File: src/verilog/ulp_params.svh
// Purpose: constants of the usb endpoint-0 block
// Assumes: 8-bit register space
// Notes: offsets, fields, counts
//
// Summary of operation
// Status bit 7 sets expected DATA0/DATA1; compared with received PID.
// Setup flag, status bit 6, set on token PID b1101.
// In flag, status bit 5, set on an IN token.
// Out flag, status bit 4, set on an OUT token.
// Status bits 3..0 count bytes of the latest accepted DATA packet.
// Endpoint-0 received bytes read at 0EFh.
// Endpoint-0 transmit byte written at 0E7h.
// Endpoint-1 transmit byte written at 0E6h.
// USB clock is core clock halved, divided by prescaler plus one.
// Software sets the prescaler for a 6 MHz USB clock.
// Only 12, 24 or 36 MHz core clocks, prescaler 0, 1 or 2.
// Data-line driver released unless transmitting.
// Select bit routes the endpoint-1 transmit register to endpoint 1 or 2.
// Token flags update together; only the latest token's flag is set.
`ifndef ULP_PARAMS_SVH
`define ULP_PARAMS_SVH

// register offsets
`define ULP_ADDR_PRESCALER 8'hE1
`define ULP_ADDR_EP1_TX_DATA 8'hE6
`define ULP_ADDR_EP0_TX_DATA 8'hE7
`define ULP_ADDR_EVENT_FLAGS 8'hE8
`define ULP_ADDR_EVENT_ENABLES 8'hE9
`define ULP_ADDR_EP0_TX_CTRL 8'hEA
`define ULP_ADDR_EP1_TX_CTRL 8'hEB
`define ULP_ADDR_EP_CTRL 8'hEC
`define ULP_ADDR_EP0_STATUS 8'hED
`define ULP_ADDR_FUNC_ADDR 8'hEE
`define ULP_ADDR_EP0_RX_DATA 8'hEF

// reset values
`define ULP_RST_BYTE 8'h00

// field positions
`define ULP_STA_SEQ 7
`define ULP_STA_SETUP 6
`define ULP_STA_IN 5
`define ULP_STA_OUT 4
`define ULP_CTL_TSEQ 7
`define ULP_CTL1_EPSEL 6
`define ULP_CTL_TXE 5
`define ULP_EPC_EP2E 3
`define ULP_EPC_EP1E 2
`define ULP_ADR_USBEN 7

// packet ids
`define ULP_PID_SETUP 4'b1101
`define ULP_PID_IN 4'b1001
`define ULP_PID_OUT 4'b0001
`define ULP_PID_DATA0 4'b0011
`define ULP_PID_DATA1 4'b1011
`define ULP_SYNC_BYTE 8'h80

// timing counts and sizes
`define ULP_SAMPLE_PHASE 2'h2
`define ULP_STUFF_RUN 3'h6
`define ULP_TX_LAST_BIT 5'h17
`define ULP_FIFO_DEPTH 16
`define ULP_TOKEN_BYTES 4'h3

`endif

File: src/verilog/ulp_pkg.sv
// Purpose: types of the usb endpoint-0 block
// Assumes: constants in ulp_params.svh
// Notes: state is one packed struct
package ulp_pkg;

    // link states, one-bit steps from idle through sync to recv and from send to eop
    typedef enum logic [2:0] {
        ST_IDLE = 3'b000,
        ST_SYNC = 3'b001,
        ST_RECV = 3'b011,
        ST_SEND = 3'b100,
        ST_EOP = 3'b110
    } ulp_state_type;

    // register access
    typedef struct packed {
        logic [7:0] addr;
        logic [7:0] wdata;
        logic wr;
        logic rd;
    } ulp_sfr_req_type;

    // differential line pair
    typedef struct packed {
        logic dp;
        logic dm;
    } ulp_line_type;

    // complete block state
    typedef struct packed {
        ulp_state_type st;
        logic [8:0] div_cnt;
        logic [1:0] phase;
        ulp_line_type line_prev;
        logic rx_last;
        logic [2:0] ones;
        logic [7:0] shift;
        logic [2:0] bitcnt;
        logic [3:0] byte_idx;
        logic [3:0] pid;
        logic [7:0] tk0;
        logic [7:0] hold1;
        logic [7:0] hold2;
        logic data_ok;
        logic last_ep0_out;
        logic [3:0] cnt;
        logic seq_match;
        logic [7:0] prescaler;
        logic [7:0] ep0_tx_data;
        logic [7:0] ep1_tx_data;
        logic [7:0] event_enables;
        logic [7:0] ep0_tx_ctrl;
        logic [7:0] ep1_tx_ctrl;
        logic [7:0] ep_ctrl;
        logic [7:0] status;
        logic [7:0] func_addr;
        logic [7:0] rdata;
        logic [23:0] tx_shift;
        logic [4:0] tx_bits;
        logic [2:0] tx_ones;
        logic [1:0] eop_cnt;
        ulp_line_type drive;
        logic oe_n;
    } ulp_state_struct_type;

endpackage : ulp_pkg

File: src/verilog/ulp_fifo.sv
// Purpose: receive byte buffer
// Assumes: depth a power of two
// Notes: push and pop may share a cycle
`timescale 1ns/1ps
`default_nettype none
module ulp_fifo #(
    parameter int WIDTH = 8,
    parameter int DEPTH = 16
) (
    // clock and reset
    input wire logic clock_i,
    input wire logic nrst_i,
    // fill side
    input wire logic in_valid_i,
    output logic in_ready_o,
    input wire logic [WIDTH-1:0] in_data_i,
    // drain side
    output logic out_valid_o,
    input wire logic out_ready_i,
    output logic [WIDTH-1:0] out_data_o
);
    localparam int AW = $clog2(DEPTH);

    logic [WIDTH-1:0] mem [DEPTH];
    logic [AW:0] wr_ptr_reg;
    logic [AW:0] rd_ptr_reg;
    logic push;
    logic pop;

    // extra pointer bit tells full from empty
    assign out_valid_o = (wr_ptr_reg != rd_ptr_reg);
    assign in_ready_o = (wr_ptr_reg ^ rd_ptr_reg) != {1'b1, {AW{1'b0}}};
    assign push = in_valid_i && in_ready_o;
    assign pop = out_valid_o && out_ready_i;
    assign out_data_o = mem[rd_ptr_reg[AW-1:0]];

    // storage has no reset, pointers do
    always_ff @(posedge clock_i) begin
        if (push) begin
            mem[wr_ptr_reg[AW-1:0]] <= in_data_i;
        end
    end

    always_ff @(posedge clock_i) begin
        if (!nrst_i) begin
            wr_ptr_reg <= '0;
            rd_ptr_reg <= '0;
        end else begin
            wr_ptr_reg <= wr_ptr_reg + (AW + 1)'(push);
            rd_ptr_reg <= rd_ptr_reg + (AW + 1)'(pop);
        end
    end
endmodule : ulp_fifo
`default_nettype wire

File: src/verilog/ulp_core.sv
// Purpose: usb endpoint-0 registers and bit engine
// Assumes: line inputs synchronous; one access per cycle
// Notes: no crc; transmit is sync, data pid, one byte
`timescale 1ns/1ps
`default_nettype none
`include "ulp_params.svh"
module ulp_core (
    // clock and reset
    input wire logic clock_i,
    input wire logic nrst_i,
    // special-function register port
    input wire ulp_pkg::ulp_sfr_req_type sfr_i,
    output logic [7:0] sfr_rdata_o,
    // usb data lines
    input wire ulp_pkg::ulp_line_type line_i,
    output ulp_pkg::ulp_line_type line_o,
    output logic line_oe_n_o,
    // status
    output logic usb_clk_en_o,
    output logic ep0_rx_seq_match_o
);
    ulp_pkg::ulp_state_struct_type s_reg;
    ulp_pkg::ulp_state_struct_type s_next;

    logic fifo_in_valid;
    logic fifo_in_ready;
    logic [7:0] fifo_in_data;
    logic fifo_out_valid;
    logic fifo_out_ready;
    logic [7:0] fifo_out_data;

    // pid against its complement
    function automatic logic is_pid(input logic [7:0] b, input logic [3:0] p);
        is_pid = (b[3:0] == p) && (b[7:4] == ~p);
    endfunction : is_pid

    // data pid byte for a sequence bit
    function automatic logic [7:0] data_pid_byte(input logic seq);
        logic [3:0] p;
        p = seq ? `ULP_PID_DATA1 : `ULP_PID_DATA0;
        data_pid_byte = {~p, p};
    endfunction : data_pid_byte

    ulp_fifo #(
        .WIDTH(8),
        .DEPTH(`ULP_FIFO_DEPTH)
    ) u_rx_fifo (
        .clock_i(clock_i),
        .nrst_i(nrst_i),
        .in_valid_i(fifo_in_valid),
        .in_ready_o(fifo_in_ready),
        .in_data_i(fifo_in_data),
        .out_valid_o(fifo_out_valid),
        .out_ready_i(fifo_out_ready),
        .out_data_o(fifo_out_data)
    );

    // reading receive data pops a byte
    assign fifo_out_ready = sfr_i.rd && (sfr_i.addr == `ULP_ADDR_EP0_RX_DATA);

    always_comb begin
        logic usb_en;
        logic bit_en;
        logic se0;
        logic rx_bit;
        logic [7:0] b;
        logic [6:0] tok_addr;
        logic [3:0] tok_ep;
        logic is_setup;
        logic is_in;
        logic is_out;
        logic ep1_go;
        logic ep2_go;
        logic tx_bit;
        usb_en = 1'b0;
        bit_en = 1'b0;
        se0 = 1'b0;
        rx_bit = 1'b0;
        b = 8'h00;
        tok_addr = 7'h00;
        tok_ep = 4'h0;
        is_setup = 1'b0;
        is_in = 1'b0;
        is_out = 1'b0;
        ep1_go = 1'b0;
        ep2_go = 1'b0;
        tx_bit = 1'b0;
        fifo_in_valid = 1'b0;
        fifo_in_data = s_reg.hold2;
        s_next = s_reg;

        // divider: halve, then prescaler plus one
        if (s_reg.div_cnt >= {s_reg.prescaler, 1'b1}) begin
            s_next.div_cnt = 9'h000;
            usb_en = 1'b1;
        end else begin
            s_next.div_cnt = s_reg.div_cnt + 9'h001;
        end

        // four usb clocks a bit; resync on edges except in send
        s_next.line_prev = line_i;
        if (line_i != s_reg.line_prev && s_reg.st != ulp_pkg::ST_SEND) begin
            s_next.phase = 2'h0;
        end else if (usb_en) begin
            s_next.phase = s_reg.phase + 2'h1;
            bit_en = (s_reg.phase == `ULP_SAMPLE_PHASE);
        end
        se0 = !line_i.dp && !line_i.dm;
        rx_bit = (line_i.dp == s_reg.rx_last);

        // bit engine
        if (bit_en) begin
            case (s_reg.st)
                ulp_pkg::ST_IDLE: begin
                    if (s_reg.func_addr[`ULP_ADR_USBEN] && line_i.dp && !line_i.dm) begin
                        s_next.st = ulp_pkg::ST_SYNC;
                        s_next.rx_last = 1'b1;
                    end
                end
                ulp_pkg::ST_SYNC: begin
                    s_next.rx_last = line_i.dp;
                    if (se0) begin
                        s_next.st = ulp_pkg::ST_IDLE;
                    end else if (rx_bit) begin
                        s_next.st = ulp_pkg::ST_RECV;
                        s_next.ones = 3'h1;
                        s_next.bitcnt = 3'h0;
                        s_next.byte_idx = 4'h0;
                    end
                end
                ulp_pkg::ST_RECV: begin
                    s_next.rx_last = line_i.dp;
                    if (se0) begin
                        s_next.st = ulp_pkg::ST_IDLE;
                        s_next.rx_last = 1'b0;
                        tok_addr = s_reg.tk0[6:0];
                        tok_ep = {s_reg.shift[2:0], s_reg.tk0[7]};
                        is_setup = (s_reg.pid == `ULP_PID_SETUP);
                        is_in = (s_reg.pid == `ULP_PID_IN);
                        is_out = (s_reg.pid == `ULP_PID_OUT);
                        if ((is_setup || is_in || is_out) && s_reg.byte_idx == `ULP_TOKEN_BYTES
                            && tok_addr == s_reg.func_addr[6:0]) begin
                            if (tok_ep == 4'h0) begin
                                // all three flags written at once
                                s_next.status[`ULP_STA_SETUP] = is_setup;
                                s_next.status[`ULP_STA_IN] = is_in;
                                s_next.status[`ULP_STA_OUT] = is_out;
                                s_next.last_ep0_out = is_setup || is_out;
                            end else begin
                                s_next.last_ep0_out = 1'b0;
                            end
                            // shared register answers only the selected endpoint
                            ep1_go = tok_ep == 4'h1 && s_reg.ep_ctrl[`ULP_EPC_EP1E]
                                && !s_reg.ep1_tx_ctrl[`ULP_CTL1_EPSEL];
                            ep2_go = tok_ep == 4'h2 && s_reg.ep_ctrl[`ULP_EPC_EP2E]
                                && s_reg.ep1_tx_ctrl[`ULP_CTL1_EPSEL];
                            if (is_in && tok_ep == 4'h0 && s_reg.ep0_tx_ctrl[`ULP_CTL_TXE]) begin
                                s_next.st = ulp_pkg::ST_SEND;
                                s_next.tx_shift = {s_reg.ep0_tx_data,
                                    data_pid_byte(s_reg.ep0_tx_ctrl[`ULP_CTL_TSEQ]), `ULP_SYNC_BYTE};
                            end else if (is_in && (ep1_go || ep2_go) && s_reg.ep1_tx_ctrl[`ULP_CTL_TXE]) begin
                                s_next.st = ulp_pkg::ST_SEND;
                                s_next.tx_shift = {s_reg.ep1_tx_data,
                                    data_pid_byte(s_reg.ep1_tx_ctrl[`ULP_CTL_TSEQ]), `ULP_SYNC_BYTE};
                            end
                        end else if (s_reg.data_ok) begin
                            s_next.status[3:0] = s_reg.cnt;
                            s_next.last_ep0_out = 1'b0;
                        end
                        s_next.data_ok = 1'b0;
                        // start driving from the idle level
                        if (s_next.st == ulp_pkg::ST_SEND) begin
                            s_next.tx_bits = 5'h00;
                            s_next.tx_ones = 3'h0;
                            s_next.drive = '{dp: 1'b0, dm: 1'b1};
                            s_next.oe_n = 1'b0;
                        end
                    end else if (s_reg.ones == `ULP_STUFF_RUN) begin
                        s_next.ones = 3'h0; // stuffed zero dropped
                    end else begin
                        s_next.ones = rx_bit ? s_reg.ones + 3'h1 : 3'h0;
                        s_next.shift = {rx_bit, s_reg.shift[7:1]};
                        s_next.bitcnt = s_reg.bitcnt + 3'h1;
                        if (s_reg.bitcnt == 3'h7) begin
                            b = {rx_bit, s_reg.shift[7:1]};
                            if (s_reg.byte_idx != 4'hF) begin
                                s_next.byte_idx = s_reg.byte_idx + 4'h1;
                            end
                            if (s_reg.byte_idx == 4'h0) begin
                                s_next.pid = b[3:0];
                                s_next.cnt = 4'h0;
                                // expected against received pid
                                s_next.seq_match = (b[3] == s_reg.status[`ULP_STA_SEQ]);
                                s_next.data_ok = s_reg.last_ep0_out
                                    && (is_pid(b, `ULP_PID_DATA0) || is_pid(b, `ULP_PID_DATA1))
                                    && (b[3] == s_reg.status[`ULP_STA_SEQ]);
                            end else if (s_reg.byte_idx == 4'h1) begin
                                s_next.tk0 = b;
                            end
                            // two-byte holdback keeps the crc out of the buffer
                            if (s_reg.byte_idx >= 4'h3 && s_reg.data_ok) begin
                                fifo_in_valid = 1'b1;
                                if (fifo_in_ready) begin
                                    s_next.cnt = s_reg.cnt + 4'h1;
                                end
                            end
                            s_next.hold2 = s_reg.hold1;
                            s_next.hold1 = b;
                        end
                    end
                end
                ulp_pkg::ST_SEND: begin
                    // nrzi; stuff a zero after six ones
                    if (s_reg.tx_ones == `ULP_STUFF_RUN) begin
                        s_next.tx_ones = 3'h0;
                        s_next.drive = '{dp: !s_reg.drive.dp, dm: s_reg.drive.dp};
                    end else begin
                        tx_bit = s_reg.tx_shift[0];
                        s_next.tx_ones = tx_bit ? s_reg.tx_ones + 3'h1 : 3'h0;
                        if (!tx_bit) begin
                            s_next.drive = '{dp: !s_reg.drive.dp, dm: s_reg.drive.dp};
                        end
                        s_next.tx_shift = {1'b0, s_reg.tx_shift[23:1]};
                        s_next.tx_bits = s_reg.tx_bits + 5'h01;
                        if (s_reg.tx_bits == `ULP_TX_LAST_BIT) begin
                            s_next.st = ulp_pkg::ST_EOP;
                            s_next.eop_cnt = 2'h0;
                        end
                    end
                end
                ulp_pkg::ST_EOP: begin
                    // two se0 bits, one J, then release
                    s_next.eop_cnt = s_reg.eop_cnt + 2'h1;
                    case (s_reg.eop_cnt)
                        2'h0, 2'h1: s_next.drive = '{dp: 1'b0, dm: 1'b0};
                        2'h2: s_next.drive = '{dp: 1'b0, dm: 1'b1};
                        default: begin
                            s_next.oe_n = 1'b1;
                            s_next.st = ulp_pkg::ST_IDLE;
                        end
                    endcase
                end
                default: begin
                    s_next.st = ulp_pkg::ST_IDLE;
                    s_next.oe_n = 1'b1;
                end
            endcase
        end

        // register writes
        if (sfr_i.wr) begin
            case (sfr_i.addr)
                `ULP_ADDR_PRESCALER: s_next.prescaler = sfr_i.wdata;
                `ULP_ADDR_EP1_TX_DATA: s_next.ep1_tx_data = sfr_i.wdata;
                `ULP_ADDR_EP0_TX_DATA: s_next.ep0_tx_data = sfr_i.wdata;
                `ULP_ADDR_EVENT_ENABLES: s_next.event_enables = sfr_i.wdata;
                `ULP_ADDR_EP0_TX_CTRL: s_next.ep0_tx_ctrl = sfr_i.wdata;
                `ULP_ADDR_EP1_TX_CTRL: s_next.ep1_tx_ctrl = sfr_i.wdata;
                `ULP_ADDR_EP_CTRL: s_next.ep_ctrl = {3'b000, sfr_i.wdata[4:0]};
                `ULP_ADDR_EP0_STATUS: s_next.status[`ULP_STA_SEQ] = sfr_i.wdata[`ULP_STA_SEQ];
                `ULP_ADDR_FUNC_ADDR: s_next.func_addr = sfr_i.wdata;
                default: ;
            endcase
        end

        // reads answer a cycle later
        if (sfr_i.rd) begin
            case (sfr_i.addr)
                `ULP_ADDR_PRESCALER: s_next.rdata = s_reg.prescaler;
                `ULP_ADDR_EP1_TX_DATA: s_next.rdata = s_reg.ep1_tx_data;
                `ULP_ADDR_EP0_TX_DATA: s_next.rdata = s_reg.ep0_tx_data;
                `ULP_ADDR_EVENT_ENABLES: s_next.rdata = s_reg.event_enables;
                `ULP_ADDR_EP0_TX_CTRL: s_next.rdata = s_reg.ep0_tx_ctrl;
                `ULP_ADDR_EP1_TX_CTRL: s_next.rdata = s_reg.ep1_tx_ctrl;
                `ULP_ADDR_EP_CTRL: s_next.rdata = s_reg.ep_ctrl;
                `ULP_ADDR_EP0_STATUS: s_next.rdata = s_reg.status;
                `ULP_ADDR_FUNC_ADDR: s_next.rdata = s_reg.func_addr;
                `ULP_ADDR_EP0_RX_DATA: s_next.rdata = fifo_out_valid ? fifo_out_data : `ULP_RST_BYTE;
                default: s_next.rdata = `ULP_RST_BYTE;
            endcase
        end
        usb_clk_en_o = usb_en;
    end

    // one state register
    always_ff @(posedge clock_i) begin
        if (!nrst_i) begin
            s_reg <= '0;
            s_reg.st <= ulp_pkg::ST_IDLE;
            s_reg.oe_n <= 1'b1;
            s_reg.drive <= '{dp: 1'b0, dm: 1'b1};
            s_reg.status <= `ULP_RST_BYTE;
            s_reg.prescaler <= `ULP_RST_BYTE;
        end else begin
            s_reg <= s_next;
        end
    end

    // outputs straight from flops
    assign sfr_rdata_o = s_reg.rdata;
    assign line_o = s_reg.drive;
    assign line_oe_n_o = s_reg.oe_n;
    assign ep0_rx_seq_match_o = s_reg.seq_match;
endmodule : ulp_core
`default_nettype wire

File: config.mk
export PLATFORM = sky130hd
export DESIGN_NAME = ulp_core
export DESIGN_NICKNAME = d
export VERILOG_FILES = /design/src/verilog/ulp_pkg.sv /design/src/verilog/ulp_fifo.sv /design/src/verilog/ulp_core.sv
export VERILOG_INCLUDE_DIRS = /design/src /design/src/verilog
export SDC_FILE = /design/constraint.sdc
export NUM_CORES = 1
export LEC_CHECK = 0
export BUFFER_PORTS_ARGS = -buffer_cell sky130_fd_sc_hd__clkbuf_2
export CORE_ASPECT_RATIO = 2
export CORE_MARGIN = 2
export CORE_UTILIZATION = 50
export DETAILED_ROUTE_END_ITERATION = 10
export GPL_TIMING_DRIVEN = 0
export PLACE_DENSITY_LB_ADDON = 0.25
export SLEW_MARGIN = 0
export SYNTH_ARGS = -nofsm -noshare
export SYNTH_HDL_FRONTEND = slang
export SYNTH_SLANG_ARGS = --single-unit
File: constraint.sdc
create_clock -name clock_i -period 3.85 [get_ports clock_i]
set_input_delay 0.385 -clock clock_i [delete_from_list [all_inputs] [get_ports clock_i]]
set_output_delay 0.385 -clock clock_i [all_outputs]
set_load 0.05 [all_outputs]
==> out/results.ini <==
[setup_path]
crit_slowest_cell=nor2_1
max_stage_delay_ns=0.76
crit_path_end_kind=flip-flop
critPathLaunchType=flip-flop
worstPathMaxFanout=10
worstPathCellList=inv_1 -> ha_1 -> nand2_1 -> o41ai_1 -> a31oi_1 -> clkbuf_1 -> nor3_2 -> nand3_1 -> nor2_1
critPathKind=flip-flop to flip-flop
cp_data_required_time_ns=4.04
arrival_ns=3.98

[global_route]
grt_max_degree=18
grt_remaining_overflow=0
antenna_found_initial=0
grt_pass1_vias=10400
grt_pass1_wl_mm=58.5
grt_usage_pct=25.9

[yosys]
ys_ff_latch=322
synth_edf_count=128
synth_compound_area_share_pct=8.45
async_reset_ff_share_pct=0
synth_cell_type_count=68
postSynthAreaPerCell_sq_um=11.1
synthMuxAreaShare_pct=14.5
yosys_most_used_dff=dfxtp_1
synthesis.area_sq_um=14300
ys_seq_area_share_pct=54.2
synthSimpleGateAreaFrac_pct=15.0
yosys.area_share.xor_xnor_pct=1.96
synth_top_family_by_area=simple AND/OR/NAND/NOR gates
syn-num-nets=1335
yosysWarnings=0
synth_fa_ha_area_share_pct=2.54
synth_cells=1284

[routing]
num_vias=10100
drt_iter0_markers=593
ant_nets=0
routed_via_density=5.90
routedWlPerCell_um=22.3
first_pass_iters=5
wl_mm=38.3
drc_errors=0

[die]
ios=35
dieArea_sq_um=30000
coreArea_sq_um=28200
fp-row-count=87
die_w_um=123
start_util_pct=50.6
die_h_um=243

[timing]
worst_slew_pin_slew_ns=1.30
setup_viol=0
hold_slack_ns=0.167
fin_crit_ns=3.79
fin_ws_ns=0.0611
period_share_pct=98.4
rsz0062_at_grt=true
relSlewSlack_pct=12.3
hold_viol=0
maxSlewViolCount=0
fmax_mhz=264
final.setup.tns_ns=0
skew_ns=0.0264

[place]
place_hpwl_mm=28.6
dp_cells=1666
dp_slack_ns=-0.589
place.gp.congestion=0.918
port_buffers=25

[min_path]
min_path_type=input pin to flip-flop

[final_layout]
syn2layout_area_growth_pct=11.1
antenna-diode-count=0
stdcell_count=1717
final_common_cell=dfxtp_1
layout_common_cells=dfxtp_1, nand2_1, nor2_1, edfxtp_1, mux2i_1
nNetsFinal=1391
final_util_pct=56.2
drive_gt1_share_pct=12.5
largest_reg_flops=164

[pwr]
seqPwrFrac_pct=50.9
p_switching_mw=1.70
irDropWorstVdd_v=0.000403
leakage_nw=5.79
pwr-share-clk_pct=42.7
cellPowerDensity_nw_per_um2=439
pwr-share-comb_pct=6.3
internal_power_mw=5.26
p_sw_share_pct=24.4

[clock_network]
cts_tree=done
numCtsBuffers=28
clockBufferDepth=3
numClockSinks=322
clkTransAtPathRegs_ns=0.07
clkLatencyLatePin_ns=0.58
root_buffer=clkbuf_16
h-tree-depth=1

[job]
maxCapViolCount=0

[outcome]
status=complete, no violations

## metal layers
metal	part of all wire, %	global-route usage, %	up-vias
li1	-	-	4786
met3	3.8	3.36	112
met4	7.3	16.8	0
met5	0	0	-
met2	55	49.3	272
met1	33	24.8	4959
## worst paths after layout
check / startpoint / endpoint / slack [ns] / depth (start not counted)
max reg2reg: s_reg[114]$_SDFFE_PN0P_ / u_rx_fifo.mem[11][3]$_DFFE_PP_ / 0.06 / 9
min: sfr_i[8] / s_reg[83]$_SDFFE_PN0P_ / 0.17 / 3
min reg2reg: s_reg[135]$_SDFFE_PN0P_ / s_reg[135]$_SDFFE_PN0P_ / 0.46 / 2
max: s_reg[114]$_SDFFE_PN0P_ / u_rx_fifo.mem[11][3]$_DFFE_PP_ / 0.06 / 9
## cell families after synthesis
group / Yosys count
adders and majority gates: 29
buffers and inverters: 116
and+or+nand+nor: 445
muxes: 155
DFF: 322
AOI/OAI and AO/OA: 185
xor gates and xnor gates: 32
## critical path, delay by kind of cell, from the launching register on
kind,cells,cell delay (ns)
compound gates,2,0.62
fa+ha+maj,1,0.34
buf+inv,2,0.53
flops,1,0.33
simple gates,4,1.57
## cells in the mapped netlist (16+ instances only)
| cell type | count | area [sq um] |
|---|---|---|
| dfxtp_1 | 194 | 3880 |
| nor2_1 | 135 | 507 |
| nand2_1 | 129 | 484 |
| edfxtp_1 | 128 | 3840 |
| mux2i_1 | 104 | 1040 |
| clkbuf_1 | 60 | 225 |
| a21oi_1 | 48 | 240 |
| nand3_1 | 48 | 240 |
| o21ai_0 | 41 | 205 |
| mux4_2 | 40 | 901 |
| ha_1 | 29 | 363 |
| inv_1 | 26 | 97.6 |
| xnor2_1 | 22 | 193 |
| nor3_1 | 17 | 85.1 |
| nand2b_1 | 16 | 100 |
## through the flow
| step | total power [mW] | area, sq um |
|---|---|---|
| 4_1_cts | 7.01 | 15800 |
| 5_1_grt | 7.16 | 15900 |
| 3_5_place_dp | 4.06 | 14900 |
| 3_3_place_gp | 4.05 | 14800 |
| 6_report | 6.96 | 15900 |
| 2_1_floorplan | 3.89 | 14300 |
## power by group through the flow
stage	Sequential, mW	Clock (mW)	Combinational [mW]
global route	3.55	3.14	0.472
finish	3.55	2.98	0.442
detailed placement	3.62	0	0.433
CTS	3.55	3.03	0.435
floorplan	3.62	0	0.273
global placement	3.62	0	0.422
## final cells by class
class	instances	area, sq um
clock inverter	18	211
inverter	26	97.6
multi-input combinational	846	6090
tap	356	445
fill	2435	12300
timing repair buffer	26	130
buffer	90	394
clock buffer	33	761
sequential	322	7730
## repair_timing
| action | 4_1_cts | 5_1_grt |
|---|---|---|
| buffers inserted | 0 | 0 |
| setup endpoints to repair | 120 | 85 |
| gates resized for setup | 7 | 3 |
| hold endpoints to repair | 0 | 0 |
| hold buffers | 0 | 0 |
Power figures use the tool's default switching activity.
